## config.mk

```make
export PLATFORM = sky130hd
export DESIGN_NAME = lts_link_table
export DESIGN_NICKNAME = d
export VERILOG_FILES = /design/src/lts_link_table.v /design/src/lts_xmit_fsm.v
export VERILOG_INCLUDE_DIRS = /design/src
export SDC_FILE = /design/constraint.sdc
export NUM_CORES = 1
export LEC_CHECK = 0
export ABC_AREA = 1
export BUFFER_PORTS_ARGS = -buffer_cell sky130_fd_sc_hd__buf_2
export CAP_MARGIN = 20
export CORE_MARGIN = 4
export CORE_UTILIZATION = 58
export CTS_BUF_LIST = sky130_fd_sc_hd__clkbuf_4 sky130_fd_sc_hd__clkbuf_8
export DETAILED_ROUTE_END_ITERATION = 12
export GPL_TIMING_DRIVEN = 0
export PLACE_DENSITY = 0.8
export SLEW_MARGIN = 10
export SYNTH_ARGS = -nofsm -noshare
export SYNTH_HDL_FRONTEND = slang
export SYNTH_SLANG_ARGS = --single-unit
```

## constraint.sdc

```tcl
create_clock -name sys_clk -period 4.2 [get_ports sys_clk]
set_clock_uncertainty 0.1 [all_clocks]
set_input_delay 0.42 -clock sys_clk [delete_from_list [all_inputs] [get_ports sys_clk]]
set_output_delay 0.42 -clock sys_clk [all_outputs]
set_load 0.05 [all_outputs]
```

## src/lts_regs.vh

```
// Word layouts, state codes, command codes and register offsets for the link table state manager
`ifndef LTS_REGS_VH
`define LTS_REGS_VH
// Register offsets on the plain register port
`define LTS_ADDR_CMD        4'h0
`define LTS_ADDR_XMIT_STAT  4'h1
`define LTS_ADDR_CONFIG     4'h2
`define LTS_ADDR_WINDOW_K   4'h3
`define LTS_ADDR_ACK_VAR    4'h4
`define LTS_ADDR_SEQ_VARS   4'h5
`define LTS_ADDR_LINK_STAT  4'h6
`define LTS_ADDR_ERROR      4'h7
`define LTS_ADDR_EVENT      4'h8
// Transmit-status bit positions
`define LTS_TS_FINAL        0
`define LTS_TS_XMIT         1
`define LTS_TS_ACK          2
`define LTS_TS_ACTIVE       3
`define LTS_TS_HALT         4
// Transmit-status state codes: halt, active, acknowledge, transmit
`define LTS_S0              4'h0
`define LTS_S2              4'h2
`define LTS_S3              4'h3
`define LTS_S7              4'h7
`define LTS_S8              4'h8
`define LTS_SA              4'hA
`define LTS_SC              4'hC
`define LTS_SE              4'hE
// Command codes written to the command register
`define LTS_CMD_NONE        4'h0
`define LTS_CMD_DATA_REQ    4'h1
`define LTS_CMD_RELINK      4'h2
`define LTS_CMD_STOP_TX     4'h3
`define LTS_CMD_REMOVE      4'h4
`define LTS_CMD_RELEASE     4'h5
`define LTS_CMD_DEACTIVATE  4'h6
`define LTS_CMD_ESTABLISH   4'h7
`define LTS_CMD_ACTIVATE    4'h8
`define LTS_CMD_REM_STATUS  4'h9
`define LTS_CMD_SET_LBUSY   4'hA
`define LTS_CMD_CLR_LBUSY   4'hB
// Configuration word fields
`define LTS_CFG_DLCI_W      13
`define LTS_CFG_ROLE        13
`define LTS_CFG_NONPROTO    14
// Link-status bit positions
`define LTS_LS_LBUSY        11
`define LTS_LS_RBUSY        12
`define LTS_LS_RSCHK        13
// Error argument for an illegal command
`define LTS_ERR_ILLEGAL     6'h00
// Reset values
`define LTS_RST_WORD        16'h0000
`endif

```

## src/lts_link_table.v

```verilog
// Per-link table state manager: registers, variables and status bits
//
// Chosen here: the register offsets and the strobed register port.
`include "lts_regs.vh"
module lts_link_table (
    input  wire        sys_clk,
    input  wire        rst_n,
    input  wire [3:0]  reg_addr,
    input  wire [15:0] reg_wdata,
    input  wire        reg_wr,
    input  wire        reg_rd,
    output reg  [15:0] reg_rdata,
    input  wire        ev_all_sent,
    input  wire        ev_all_acked,
    input  wire        ev_more_frames,
    input  wire        ev_poll_pending,
    input  wire        ev_timer_recovery,
    input  wire        ev_link_reset,
    input  wire        ev_established,
    input  wire        ev_serviced,
    input  wire        ev_last_in_queue,
    input  wire        ev_frame_sent,
    input  wire        ev_ack_advance,
    input  wire        ev_frame_received,
    input  wire        ev_remote_busy,
    input  wire        ev_remote_clear,
    input  wire        ev_status_response,
    input  wire        is_command,
    output wire        cr_bit,
    output wire        may_send_numbered,
    output wire        accept_data_frames,
    output wire        protocol_enable,
    output wire [12:0] dlci,
    output wire        pointer_valid,
    output reg         seq_write_back_reg,
    output reg         management_error_report_reg,
    output reg  [5:0]  error_arg_reg
);
    // Table entries kept for the link
    reg  [15:0] config_reg;
    reg  [6:0]  window_k_reg;
    reg  [6:0]  ack_var_reg;
    reg  [6:0]  send_var_reg;
    reg  [6:0]  recv_var_reg;
    reg         final_table_flag_reg;
    reg         remote_check_reg;
    reg         remote_busy_reg;
    reg         local_busy_reg;
    reg  [3:0]  cmd_code_reg;
    reg         cmd_valid_reg;
    // Next values of the sequence variables
    reg  [6:0]  send_var_next;
    reg  [6:0]  recv_var_next;
    reg  [6:0]  ack_var_next;
    // State machine outputs, conditions and word images
    wire [3:0]  xmit_state;
    wire        illegal;
    wire        ev_cond_set;
    wire        ev_cond_clear;
    wire [6:0]  outstanding;
    wire [15:0] xmit_word;
    wire [15:0] link_word;
    wire [15:0] seq_word;
    // Decoded strobes and derived flags
    wire        wr_cmd;
    wire        wr_config;
    wire        wr_window_k;
    wire        cmd_rem_status;
    wire        cmd_set_lbusy;
    wire        cmd_clr_lbusy;
    wire        k_limit;
    wire        active_bit;
    wire        seq_changed;

    // Packs a 7-bit variable into the top seven bits of a word
    function [15:0] lts_top7;
        input [6:0] v;
        begin
            lts_top7 = {v, 9'h000};
        end
    endfunction

    // True when a strobe hits the given register index
    function lts_addr_hit;
        input       strobe;
        input [3:0] addr;
        input [3:0] index;
        begin
            lts_addr_hit = strobe && (addr == index);
        end
    endfunction

    // True when a command pulse carries the given code
    function lts_cmd_hit;
        input       valid;
        input [3:0] code;
        input [3:0] want;
        begin
            lts_cmd_hit = valid && (code == want);
        end
    endfunction

    // Register and command decode shared by several processes
    assign wr_cmd         = lts_addr_hit(reg_wr, reg_addr, `LTS_ADDR_CMD);
    assign wr_config      = lts_addr_hit(reg_wr, reg_addr, `LTS_ADDR_CONFIG);
    assign wr_window_k    = lts_addr_hit(reg_wr, reg_addr, `LTS_ADDR_WINDOW_K);
    assign cmd_rem_status = lts_cmd_hit(cmd_valid_reg, cmd_code_reg, `LTS_CMD_REM_STATUS);
    assign cmd_set_lbusy  = lts_cmd_hit(cmd_valid_reg, cmd_code_reg, `LTS_CMD_SET_LBUSY);
    assign cmd_clr_lbusy  = lts_cmd_hit(cmd_valid_reg, cmd_code_reg, `LTS_CMD_CLR_LBUSY);

    // Register writes: a command write becomes a one-cycle command pulse
    always @(posedge sys_clk or negedge rst_n) begin
        if (!rst_n) begin
            cmd_code_reg  <= `LTS_CMD_NONE;
            cmd_valid_reg <= 1'b0;
            config_reg    <= `LTS_RST_WORD;
            window_k_reg  <= 7'h00;
        end else begin
            cmd_valid_reg <= wr_cmd;
            if (wr_cmd)
                cmd_code_reg <= reg_wdata[3:0];
            if (wr_config)
                config_reg <= {1'b0, reg_wdata[14:0]};
            if (wr_window_k)
                window_k_reg <= reg_wdata[15:9];
        end
    end

    // Blocking conditions stop the queue; their end relinks it
    assign k_limit       = (outstanding >= window_k_reg);
    assign ev_cond_set   = ev_poll_pending || ev_timer_recovery || remote_busy_reg || remote_check_reg ||
                           k_limit;
    assign ev_cond_clear = !ev_cond_set;

    lts_xmit_fsm u_fsm (
        .sys_clk       (sys_clk),
        .rst_n         (rst_n),
        .cmd_code      (cmd_code_reg),
        .cmd_valid     (cmd_valid_reg),
        .ev_all_sent   (ev_all_sent),
        .ev_all_acked  (ev_all_acked),
        .ev_more_frames(ev_more_frames),
        .ev_cond_set   (ev_cond_set),
        .ev_cond_clear (ev_cond_clear),
        .ev_link_reset (ev_link_reset),
        .ev_serviced   (ev_serviced),
        .state_reg     (xmit_state),
        .illegal_reg   (illegal)
    );

    // Final-table flag tracks the queue position at service time
    always @(posedge sys_clk or negedge rst_n) begin
        if (!rst_n)
            final_table_flag_reg <= 1'b0;
        else if (ev_serviced)
            final_table_flag_reg <= ev_last_in_queue;
    end
    // Pointer is usable only while another table follows
    assign pointer_valid = !final_table_flag_reg;

    // Illegal commands report a zero argument and change nothing
    always @(posedge sys_clk or negedge rst_n) begin
        if (!rst_n) begin
            management_error_report_reg <= 1'b0;
            error_arg_reg               <= `LTS_ERR_ILLEGAL;
        end else begin
            management_error_report_reg <= illegal;
            if (illegal)
                error_arg_reg <= `LTS_ERR_ILLEGAL;
        end
    end

    // Sequence variables, modulo 128, cleared at establishment
    always @* begin
        send_var_next = send_var_reg;
        recv_var_next = recv_var_reg;
        ack_var_next  = ack_var_reg;
        if (ev_established) begin
            send_var_next = 7'h00;
            recv_var_next = 7'h00;
            ack_var_next  = 7'h00;
        end else begin
            if (ev_frame_sent && may_send_numbered)
                send_var_next = send_var_reg + 7'h01;
            if (ev_frame_received && accept_data_frames)
                recv_var_next = recv_var_reg + 7'h01;
            if (ev_ack_advance && ack_var_reg != send_var_reg)
                ack_var_next = ack_var_reg + 7'h01;
        end
    end

    // The word is written back only when one of its variables moves
    assign seq_changed = (send_var_next != send_var_reg) || (recv_var_next != recv_var_reg);

    // Variables and write-back pulse when the word changed
    always @(posedge sys_clk or negedge rst_n) begin
        if (!rst_n) begin
            send_var_reg       <= 7'h00;
            recv_var_reg       <= 7'h00;
            ack_var_reg        <= 7'h00;
            seq_write_back_reg <= 1'b0;
        end else begin
            send_var_reg       <= send_var_next;
            recv_var_reg       <= recv_var_next;
            ack_var_reg        <= ack_var_next;
            seq_write_back_reg <= seq_changed;
        end
    end

    // Remote-status-check: set by the command, cleared by the response
    always @(posedge sys_clk or negedge rst_n) begin
        if (!rst_n)
            remote_check_reg <= 1'b0;
        else if (cmd_rem_status)
            remote_check_reg <= 1'b1;
        else if (ev_status_response || ev_link_reset)
            remote_check_reg <= 1'b0;
    end

    // Remote-busy follows the peer; a set event wins over its clear
    always @(posedge sys_clk or negedge rst_n) begin
        if (!rst_n)
            remote_busy_reg <= 1'b0;
        else if (ev_remote_busy)
            remote_busy_reg <= 1'b1;
        else if (ev_remote_clear || ev_established)
            remote_busy_reg <= 1'b0;
    end

    // Local-busy: set and cleared only by host commands
    always @(posedge sys_clk or negedge rst_n) begin
        if (!rst_n)
            local_busy_reg <= 1'b0;
        else if (cmd_set_lbusy)
            local_busy_reg <= 1'b1;
        else if (cmd_clr_lbusy)
            local_busy_reg <= 1'b0;
    end

    // Window check and numbered-send gate
    assign outstanding        = send_var_reg - ack_var_reg;
    assign active_bit         = xmit_state[`LTS_TS_ACTIVE - 1];
    assign may_send_numbered  = (window_k_reg != 7'h00) && (outstanding < window_k_reg) &&
                                active_bit;
    // Configuration decode and receive gate
    assign accept_data_frames = !local_busy_reg;
    assign protocol_enable    = !config_reg[`LTS_CFG_NONPROTO];
    assign dlci               = config_reg[`LTS_CFG_DLCI_W-1:0];
    assign cr_bit             = config_reg[`LTS_CFG_ROLE] ? !is_command : is_command;

    // Word images as held in the table
    assign xmit_word = {11'h000, xmit_state, final_table_flag_reg};
    assign link_word = {2'b00, remote_check_reg, remote_busy_reg, local_busy_reg, 11'h000};
    assign seq_word  = {send_var_reg, 1'b0, recv_var_reg, 1'b0};

    // Read port: data one cycle after the strobe, zero elsewhere
    always @(posedge sys_clk or negedge rst_n) begin
        if (!rst_n) begin
            reg_rdata <= `LTS_RST_WORD;
        end else if (reg_rd) begin
            if (reg_addr == `LTS_ADDR_XMIT_STAT)
                reg_rdata <= xmit_word;
            else if (reg_addr == `LTS_ADDR_CONFIG)
                reg_rdata <= config_reg;
            else if (reg_addr == `LTS_ADDR_WINDOW_K)
                reg_rdata <= lts_top7(window_k_reg);
            else if (reg_addr == `LTS_ADDR_ACK_VAR)
                reg_rdata <= lts_top7(ack_var_reg);
            else if (reg_addr == `LTS_ADDR_SEQ_VARS)
                reg_rdata <= seq_word;
            else if (reg_addr == `LTS_ADDR_LINK_STAT)
                reg_rdata <= link_word;
            else if (reg_addr == `LTS_ADDR_ERROR)
                reg_rdata <= {10'h000, error_arg_reg};
            else
                reg_rdata <= `LTS_RST_WORD;
        end else begin
            reg_rdata <= `LTS_RST_WORD;
        end
    end
endmodule

```

## src/lts_xmit_fsm.v

```verilog
// Transmit-status state machine of one link table
`include "lts_regs.vh"
module lts_xmit_fsm (
    input  wire       sys_clk,
    input  wire       rst_n,
    input  wire [3:0] cmd_code,
    input  wire       cmd_valid,
    input  wire       ev_all_sent,
    input  wire       ev_all_acked,
    input  wire       ev_more_frames,
    input  wire       ev_cond_set,
    input  wire       ev_cond_clear,
    input  wire       ev_link_reset,
    input  wire       ev_serviced,
    output reg  [3:0] state_reg,
    output reg        illegal_reg
);
    reg [3:0] state_next;
    reg       illegal_next;

    // Next state from link reset first, then commands, then the other link events
    always @* begin
        state_next   = state_reg;
        illegal_next = 1'b0;
        if (ev_link_reset) begin
            state_next = `LTS_S0;
        end else if (cmd_valid && cmd_code == `LTS_CMD_DATA_REQ) begin
            if (state_reg == `LTS_S0 || state_reg == `LTS_S8 || state_reg == `LTS_SC)
                state_next = `LTS_S7;
            else
                illegal_next = 1'b1;
        end else if (cmd_valid && cmd_code == `LTS_CMD_STOP_TX) begin
            if (state_reg == `LTS_S3)
                state_next = `LTS_SA;
            else if (state_reg == `LTS_S7)
                state_next = `LTS_SE;
            else
                illegal_next = 1'b1;
        end else if (cmd_valid && (cmd_code == `LTS_CMD_REMOVE || cmd_code == `LTS_CMD_RELEASE ||
                                   cmd_code == `LTS_CMD_DEACTIVATE || cmd_code == `LTS_CMD_ESTABLISH)) begin
            if (state_reg == `LTS_S7 || state_reg == `LTS_SC || state_reg == `LTS_SE)
                state_next = `LTS_SC;
            else
                state_next = `LTS_S8;
        end else if (cmd_valid && cmd_code == `LTS_CMD_RELINK) begin
            if (state_reg == `LTS_S2)
                state_next = `LTS_S7;
            else if (state_reg != `LTS_S3 && state_reg != `LTS_S7)
                illegal_next = 1'b1;
        end else begin
            case (state_reg)
                `LTS_S7: begin
                    if (ev_cond_set)
                        state_next = `LTS_S3;
                    else if (ev_all_sent)
                        state_next = `LTS_S2;
                end
                `LTS_S3: begin
                    if (ev_cond_clear && !ev_cond_set)
                        state_next = `LTS_S7;
                end
                `LTS_S2: begin
                    if (ev_all_acked)
                        state_next = ev_more_frames ? `LTS_S7 : `LTS_S0;
                end
                `LTS_SA, `LTS_SE: begin
                    if (ev_all_acked)
                        state_next = `LTS_S8;
                    else if (ev_serviced && state_reg == `LTS_SE)
                        state_next = `LTS_SA;
                end
                `LTS_SC: begin
                    if (ev_serviced)
                        state_next = `LTS_S8;
                end
                default: state_next = state_reg;
            endcase
        end
    end

    // State and one-cycle illegal flag
    always @(posedge sys_clk or negedge rst_n) begin
        if (!rst_n) begin
            state_reg   <= `LTS_S0;
            illegal_reg <= 1'b0;
        end else begin
            state_reg   <= state_next;
            illegal_reg <= illegal_next;
        end
    end
endmodule
```

### After elaboration in Yosys (flattened, before gate mapping)

Cells that the tools add are included.

* register bits: 75
* output and inout port bits: 42
* bits of input ports: 40
* word-level logic and storage cells: 152

* add/sub/neg operators: 4
* muxes and demuxes: 49
* reduce and logical (&&, ||, !) cells: 45
* magnitude comparators: 2
* equal/unequal tests: 36

Operators with widths (number)
* 16-bit 2-to-1 mux: 6
* 4-bit 2-to-1 mux: 16
* 7-bit 2-to-1 mux: 6
* 4-bit by 3-bit equality test with 1-bit output, second input constant: 8
* 4-bit equality test, second input constant: 7
* 4-bit by 2-bit equality test with 1-bit output, second input constant: 6
* 7-bit by 1-bit adder with 7-bit output, second input constant: 3
* 7-bit inequality test: 3
* 4-bit one-hot mux with 5 select lines: 1
* 1-bit logical AND: 17
* 1-bit 2-to-1 mux: 17
* 1-bit logical OR: 14
* 14-bit 2-to-1 mux: 1
* 9-bit AND reduction: 1
* 4-bit by 1-bit equality test with 1-bit output, second input constant: 2
* 4-bit zero test: 2
* 8-bit by 3-bit inequality test with 1-bit output, second input constant: 1
* 8-bit by 5-bit inequality test with 1-bit output, second input constant: 1
* 2-bit nonzero test: 4
* 8-bit nonzero test: 1
* 7-bit greater-or-equal comparator: 1
* 7-bit < comparator: 1
* 7-bit by 3-bit inequality test with 1-bit output, second input constant: 1
* 7-bit by 4-bit inequality test with 1-bit output, second input constant: 1
* 11 further kinds: 15

### Longest topological paths before layout

Gate-level depths: netlist of the first run.

* depth after elaboration: 11
* gate-level depth with buffers: 19
* depth with buffers taken out: 19

### Cells and area by module

Synthesis of the first run repeated with hierarchy kept, for this count alone.

* cells, all modules: 560
* area total of the unflattened synthesis: 4488.1 µm²

Modules (own cells, without submodules)
* lts_link_table: cells an instance 444, sequential area each 1751.7 µm², instances 1, area each 3811.2 µm²
* lts_xmit_fsm: cells an instance 116, sequential area each 125.1 µm², instances 1, area each 676.9 µm²

### Worst setup path after synthesis of the first run

No wires, ideal clock.

* path kind: flip-flop to flip-flop
* start point: register send_var_reg[0]
* end point: register send_var_reg[6]
* path slack: 0.494 ns
* stages on the path, launching flop included: 17
* arrival time: 3.482 ns
* path buffers: 0
* period minus slack after synthesis: 3.706 ns
* setup time: 0.125 ns
* required time: 3.975 ns
* path through: dfrtp_1 -> inv_1 -> ha_1 -> fa_1 -> o21ai_0 -> a21o_1 -> a21oi_1 -> xnor2_1 -> ha_1 -> nand2_1 -> inv_2 -> a21oi_1 -> nand2_1 -> nor2_1 -> nand4_1 -> o21ai_0 -> a21oi_1

* word-level cells in the longest chain between the ends: 7
* elaborated cells between the ends (all ways): 8
* those cells by class: add/sub: 2; order compare: 1; mux: 2; reduce/logical: 3

Ends and longest elaborated chain
* start: declaration: RTL line lts_link_table.v:43 `reg [6:0] send_var_reg;`
* start signal: assignment: RTL line lts_link_table.v:203 `send_var_reg <= send_var_next;`
* 7-bit subtractor: RTL line lts_link_table.v:241 `assign outstanding = send_var_reg - ack_var_reg;`
* 7-bit < comparator: RTL line lts_link_table.v:243 `assign may_send_numbered = (window_k_reg != 7'h00) && (outstanding < window_k_reg) &&`
* 1-bit logical AND (2 in a row): RTL line lts_link_table.v:243
* net may_send_numbered: RTL line lts_link_table.v:30 `output wire may_send_numbered,`
* 1-bit logical AND: RTL line lts_link_table.v:183 `if (ev_frame_sent && may_send_numbered)`
* 7-bit 2-to-1 mux: RTL line lts_link_table.v:183
* 7-bit 2-to-1 mux: RTL line lts_link_table.v:178 `if (ev_established) begin`
* net send_var_next[6]: RTL line lts_link_table.v:52 `reg [6:0] send_var_next;`

The timed path passes the listed nets, and every way through them passes these cells.
A chain may end at the register's enable or synchronous reset.

### Worst setup path after layout of the first run

* start point: register send_var_reg[0]
* end point: output may_send_numbered

* word-level cells in the longest chain between the ends: 4

Ends and longest elaborated chain (RTL line)
* 7-bit subtractor: lts_link_table.v:241
* 7-bit < comparator: lts_link_table.v:243
* 1-bit logical AND (2 in a row): lts_link_table.v:243
* end: declaration: lts_link_table.v:30

Every way passes these cells.

==> results of run 1 <==
==> where the power goes <==
group	switching [mW]	internal, mW
clock	0.282	0.211
combinational	0.682	0.369
sequential	0.101	0.808
total	1.06	1.39
==> cells in the mapped netlist, drive strengths merged <==
cell type,number,area share [%]
nor2,64,6.2
nand4,8,1.1
ha,16,4.6
nor3,8,1.1
dfrtp,75,43
clkbuf,2,0.17
nand2,114,10
conb,1,0.086
a211oi,2,0.34
xnor2,6,1.2
a21o,2,0.34
nand3b,2,0.34
and2,1,0.20
mux2,5,1.3
o22ai,4,0.57
inv,84,7.2
xor2,1,0.20
fa,1,0.46
o21ai,54,6.3
o32ai,1,0.20
o21bai,2,0.34
a21oi,36,4.3
a221oi,2,0.40
o221ai,7,1.4
a31oi,8,1.1
clkinv,3,0.26
nand3,29,3.7
buf,23,3.7
==> final timing paths <==
kind	slack (ns)	end
setup / recovery	0.30	may_send_numbered
hold / removal	0.14	remote_check_reg
setup reg to reg	0.67	seq_write_back_reg
hold reg to reg	0.26	management_error_report_reg
max in group asynchronous	3.02	config_reg[2]
min in group asynchronous	0.42	send_var_reg[0]
==> cell usage in the layout (no fill, tap or decap), types with 3 or more instances in the layout <==
master	count
nand2_1	112
inv_1	78
buf_2	77
dfrtp_1	75
nor2_1	54
o21ai_0	42
a21oi_1	34
nand3_1	26
buf_4	20
ha_1	16
o21ai_1	11
clkbuf_8	9
nor2_2	8
a31oi_1	8
nand4_1	8
o221ai_1	7
xnor2_1	6
inv_2	6
nor3_1	6
conb_1	6
mux2_2	5
o22ai_1	4
clkinvlp_4	4
clkinv_1	3
nand3_2	3
clkinv_2	3
==> area by class of cell <==
type	instances	share of cell area [%]
sequential	75	36.8
clock buffer	9	2.43
timing repair buffer	76	8.04
clock inverter	7	0.883
tap	99	2.43
inverter	87	6.40
multi-input combinational	379	39.7
buffer	25	3.33
==> layer usage <==
metal | track usage, % | part of all wire, %
met1 | 37.5 | 45
met2 | 40.0 | 44
met3 | 7.33 | 9.3
met4 | 9.74 | 2.4
met5 | 0 | 0
==> stage by stage <==
stage | power [mW] | hold slack [ns] | std cells
2_1_floorplan | 1.69 | 0.0244 | 566
3_3_place_gp | 1.91 | 0.234 | 739
3_5_place_dp | 1.95 | 0.245 | 740
4_1_cts | 2.45 | 0.133 | 757
5_1_grt | 2.62 | 0.123 | 757
6_report | 2.45 | 0.140 | 757
==> worst max-delay path: stages (launching register included) <==
cell and delay, ns:
dfrtp_1 0.39, inv_1 0.12, ha_1 0.22, fa_1 0.42, o21ai_1 0.25, a21o_1 0.15, a21oi_1 0.07, xnor2_1 0.13
ha_1 0.29, nand2_1 0.10, inv_2 0.04, a21oi_1 0.17, nand2_1 0.09, nor2_2 0.25, buf_2 0.33
==> logic make-up after synthesis <==
logic type               count (synthesis)  share of synthesized area (%)
adder cells (fa/ha/maj)                 17                           5.03
multiplexers                             5                           1.29
buffers and inverters                  112                           11.3
other                                    1                         0.0856
AND/OR/NAND/NOR                        226                           22.7
AO/OA/AOI/OAI                          118                           15.3
flip-flops                              75                           42.9
XOR/XNOR                                 7                           1.40
==> what timing repair did <==
item,in CTS,in global routing
resized for setup,0,2
hold buffers,1,0
endpoints found under the hold margin,27,0
setup endpoints to repair,0,1
==> reports/metrics.csv, run 1 <==
stage,metric,value,unit
worst_hold_path,hold path cells,2,
route,initial DRC count,335,
pwr,VDD IR max,335,uV
worst_setup_path,Worst setup startpoint,send_var_reg[0],
timing,fin crit share,92.8,%
worst_setup_path,Crit Path Max Fanout,6,
worst_setup_path,worst endpoint required time,3.68,ns
timing,final setup fails,0,
place,pre-CTS WS,0.522,ns
timing,fin. max-slew vios,0,
place,Final HPWL DP,8770,um
floorplan,starting density of the core,60.1,%
global_route,first-pass GRT wire length,18500,um
yosys,Mapped Area,4380,um2
floorplan,row count,31,
worst_hold_path,hold path startpoint,ev_status_response,
yosys,Synth Register Bits,75,
pwr,P per Cell Area,480,nW/um2
place,Post-DP Area,4920,um2
global_route,initial antenna violation count,0,
route,DRC viols,0,
floorplan,DIE WIDTH,94.9,um
worst_setup_path,CP arrival,3.38,ns
place,RD Place Congestion,0.938,
timing,Slew @ Worst Pin,0.533,ns
worst_setup_path,kind of critical path,reg -> out,
route,Detailed Route WL,11200,um
clock_tree,CTS Buf Count,9,
worst_hold_path,Hold WC Path Type,in -> reg,
finish,Finished Core Util,70.0,%
timing,Final Hold Fails,0,
finish,area of the multi-input gates,2030,um2
place,PortBufs,74,
timing,fmax,257,MHz
floorplan,core footprint,7290,um2
clock_tree,clk slew on worst S/H paths,0.09,ns
finish,post-route cell area,5100,um2
run,Max-Cap Viols,0,
finish,antenna diode count,0,
timing,Worst slew margin,64.5,%
finish,Fillers,620,
timing,Final WS setup,0.302,ns
run_status,run status,"complete, no violations",
finish,NumNets Final,710,
worst_setup_path,CP Capture Type,output port,
finish,share of layout cells above drive strength 1,22.2,%
yosys,sequential share of the synthesized area,42.9,%
timing,Fin Setup TNS,0,ns
floorplan,die area,9000,um2
clock_tree,Post-CTS Repair Setup Buffers,0,
worst_setup_path,CP Launch Type,flip-flop,
route,Pre-antenna DRT Iters,5,
worst_setup_path,R2R Path Start,send_var_reg[0],
finish,max reg flops,16,
clock_tree,H-tree levels,3,
pwr,Leakage,2.64,nW
global_route,vias in the first global route,3904,
clock_tree,CTS Buffer Depth,2,
finish,register area,1880,um2
global_route,total global routing overflow,0,
finish,P&R area growth vs syn,16.5,%
yosys,YS warnings,0,
floorplan,Die H,94.9,um
yosys,Post-Synthesis Cells,561,
global_route,gr usage total,26.8,%
clock_tree,clk sinks,75,
timing,crit path time final,3.90,ns
timing,RSZ-0062 raised after global routing,no,
clock_tree,CTS tree,yes,
route,Routed WL per cell,14.9,um
yosys,syn avg cell area,7.81,um2
clock_tree,Skew-Pair Late Insertion Delay,0.36,ns
worst_setup_path,Reg2Reg Depth,19,
route,vias per cell,5.46,
route,vias,4134,
clock_tree,Root Driver,clkbuf_8,
yosys,count of cell types in the netlist,39,
global_route,largest net degree at the start of global routing,49,
route,Final ANT Viol Nets,0,
floorplan,io pins,82,
Power figures use the tool's default switching activity.
==> inputs of run 2 (changes only) <==
--- a/config.mk
+++ b/config.mk
@@ -10,11 +10,10 @@
 export BUFFER_PORTS_ARGS = -buffer_cell sky130_fd_sc_hd__buf_2
 export CAP_MARGIN = 20
 export CORE_MARGIN = 4
-export CORE_UTILIZATION = 58
-export CTS_BUF_LIST = sky130_fd_sc_hd__clkbuf_4 sky130_fd_sc_hd__clkbuf_8
+export CORE_UTILIZATION = 50
+export CTS_BUF_LIST = sky130_fd_sc_hd__clkbuf_16
 export DETAILED_ROUTE_END_ITERATION = 12
-export GPL_TIMING_DRIVEN = 0
-export PLACE_DENSITY = 0.8
+export PLACE_DENSITY = 0.7
 export SLEW_MARGIN = 10
 export SYNTH_ARGS = -nofsm -noshare
 export SYNTH_HDL_FRONTEND = slang
==> run 2 against run 1 <==
Against the previous run:
- first-iteration DRC count is 25% lower
- sequential share of layout area grew 0.58 points
- clock-buffer cell count is the same
- wire length rose by 2.8%
- register-to-register slack about the same
- setup slack lost 0.022 ns
- clock power is 52% higher
- critical path type unchanged
- largest cell class unchanged
==> reports/metrics.csv, run 2 (synthesis results as in run 1) <==
stage,metric,value,unit,change
timing,Fin Setup TNS,0,ns,unchanged
place,Final HPWL DP,8790,um,was 8770 um
floorplan,starting density of the core,52.2,%,was 60.1%
route,DRC viols,0,,unchanged
timing,final setup fails,0,,unchanged
finish,Finished Core Util,59.9,%,was 70.0%
route,vias per cell,5.37,,was 5.46
global_route,total global routing overflow,0,,unchanged
pwr,Switch Pwr,1.11,mW,was 1.06 mW
clock_tree,H-tree levels,3,,unchanged
timing,Final Hold Fails,0,,unchanged
pwr,P per Cell Area,529,nW/um2,was 480 nW/um2
route,vias,3955,,"was 4,134"
worst_setup_path,CP Capture Type,output port,,unchanged
route,Pre-antenna DRT Iters,5,,unchanged
place,PortBufs,75,,was 74
run,Max-Cap Viols,0,,unchanged
worst_setup_path,critical-path cell list,inv_1 > ha_1 > fa_1 > o21ai_0 > a21o_1 > a21oi_1 > xnor2_1 > ha_1 > nand2_1 > inv_2 > a21oi_1 > nand2_1 > nor2_2 > buf_2,,was inv_1 > ha_1 > fa_1 > o21ai_1 > a21o_1 > a21oi_1 > xnor2_1 > ha_1 > nand2_1 > inv_2 > a21oi_1 > nand2_1 > nor2_2 > buf_2
timing,fmax,255,MHz,was 257 MHz
clock_tree,Skew-Pair Late Insertion Delay,0.34,ns,was 0.36 ns
pwr,Sw Share,41.7,%,was 43.4%
global_route,largest net degree at the start of global routing,76,,was 49
floorplan,row count,33,,was 31
worst_setup_path,Crit path largest cell delay,0.40,ns,was 0.42 ns
worst_hold_path,Hold WC Path Type,in -> async,,was in -> reg
global_route,initial antenna violation count,0,,unchanged
floorplan,io pins,82,,unchanged
floorplan,Die H,102,um,was 94.9 um
worst_setup_path,CP Launch Type,flip-flop,,unchanged
timing,fin. max-slew vios,0,,unchanged
worst_setup_path,Worst path slowest cell,fa_1,,unchanged
finish,area of the multi-input gates,2030,um2,unchanged
finish,register area,1880,um2,unchanged
pwr,internal power,1.55,mW,was 1.39 mW
global_route,first-pass GRT wire length,19100,um,"was 18,500 um"
clock_tree,Post-CTS Repair Setup Buffers,0,,unchanged
timing,Worst slew margin,37.2,%,was 64.5%
worst_setup_path,cell family with most CP delay,adder cells,,unchanged
place,RD Place Congestion,0.955,,was 0.938
route,Detailed Route WL,11600,um,"was 11,200 um"
worst_setup_path,Bufs and invs on worst path,3,,unchanged
timing,Slew @ Worst Pin,0.942,ns,was 0.533 ns
floorplan,die area,10300,um2,was 9000 um2
worst_setup_path,Worst setup startpoint,send_var_reg[0],,unchanged
finish,share of layout cells above drive strength 1,19.5,%,was 22.2%
pwr,Leakage,2.57,nW,was 2.64 nW
timing,fin crit share,93.3,%,was 92.8%
clock_tree,clk slew on worst S/H paths,0.06,ns,was 0.09 ns
clock_tree,Root Driver,clkbuf_16,,was clkbuf_8
worst_setup_path,Crit Path Max Fanout,6,,unchanged
finish,P&R area growth vs syn,14.7,%,was 16.5%
route,Routed WL per cell,15.7,um,was 14.9 um
worst_setup_path,kind of critical path,reg -> out,,unchanged
floorplan,core footprint,8380,um2,was 7290 um2
clock_tree,clk sinks,75,,unchanged
worst_setup_path,CP arrival,3.40,ns,was 3.38 ns
global_route,vias in the first global route,3945,,"was 3,904"
clock_tree,Hold Buf Count CTS,0,,was 1
finish,"commonest cells after routing, fill and taps aside","nand2_1, inv_1, dfrtp_1",,"was nand2_1, inv_1, buf_2"
timing,crit path time final,3.92,ns,was 3.90 ns
route,initial DRC count,252,,was 335
global_route,gr usage total,23.9,%,was 26.8%
clock_tree,CTS Buffer Depth,2,,unchanged
timing,RSZ-0062 raised after global routing,no,,unchanged
floorplan,DIE WIDTH,102,um,was 94.9 um
pwr,clock power share,28.2,%,was 20.1%
worst_setup_path,r2r setup slk,0.67,ns,about the same
pwr,VDD IR max,280,uV,was 335 uV
clock_tree,CTS tree,yes,,unchanged
finish,"most common cell after layout, fill and taps aside",nand2_1,,unchanged
pwr,Comb power frac,37.6,%,was 42.9%
finish,antenna diode count,0,,unchanged
pwr,sequential power share,34.2,%,was 37.1%
run_status,run status,"complete, no violations",,unchanged
route,Final ANT Viol Nets,0,,unchanged
finish,NumNets Final,684,,was 710
worst_setup_path,worst endpoint required time,3.68,ns,about the same
finish,max reg flops,16,,unchanged
clock_tree,CTS Buf Count,9,,unchanged
finish,Fillers,791,,was 620
worst_setup_path,R2R Path Start,send_var_reg[0],,unchanged
-- run 2: power by group through the flow --
stage | clock [mW] | sequential (mW) | combinational [mW]
after CTS | 0.756 | 0.906 | 0.992
after global placement | 0 | 0.915 | 0.969
after global routing | 0.790 | 0.922 | 1.12
after floorplan | 0 | 0.908 | 0.778
after detailed placement | 0 | 0.918 | 0.984
final | 0.750 | 0.908 | 1.00
-- run 2: cell type report --
cell class                      count  area share, %
Multi-Input combinational cell    379           40.3
Tap cell                          105           2.61
Clock inverter                      7           1.20
Inverter                           87           6.50
Sequential cell                    75           37.4
Clock buffer                        9           4.48
Timing Repair Buffer               75           7.52
-- run 2: final timing paths --
kind	end	cells after the start
max	may_send_numbered	14
min	ack_var_reg[1]	1
max reg2reg	seq_write_back_reg	19
min reg2reg	management_error_report_reg	0
max in group asynchronous	remote_check_reg	1
min in group sys_clk	remote_busy_reg	2
-- run 2: metrics by stage --
stage | power (mW) | setup WS (ns) | hold WS (ns) | cells | cell area (um2)
after floorplan | 1.69 | 0.494 | 0.0244 | 566 | 4400
after global placement | 1.88 | 0.625 | 0.236 | 721 | 4740
after detailed placement | 1.90 | 0.551 | 0.243 | 721 | 4740
after CTS | 2.65 | 0.188 | 0.149 | 737 | 5020
after global routing | 2.83 | 0.119 | 0.154 | 737 | 5020
final | 2.66 | 0.280 | 0.120 | 737 | 5020
-- run 2: per-layer routing --
metal | track usage, % | up-vias | wire [um]
met5 | 0 | - | 0
met2 | 37.5 | 136 | 5180
met4 | 10.0 | 0 | 331
met1 | 32.5 | 1844 | 5340
met3 | 4.34 | 24 | 707
li1 | - | 1951 | -
-- run 2: repair_timing --
item | 4_1_cts | 5_1_grt
gates resized for setup | 0 | 1
setup endpoints to repair | 0 | 1
hold endpoints to repair | 0 | 0
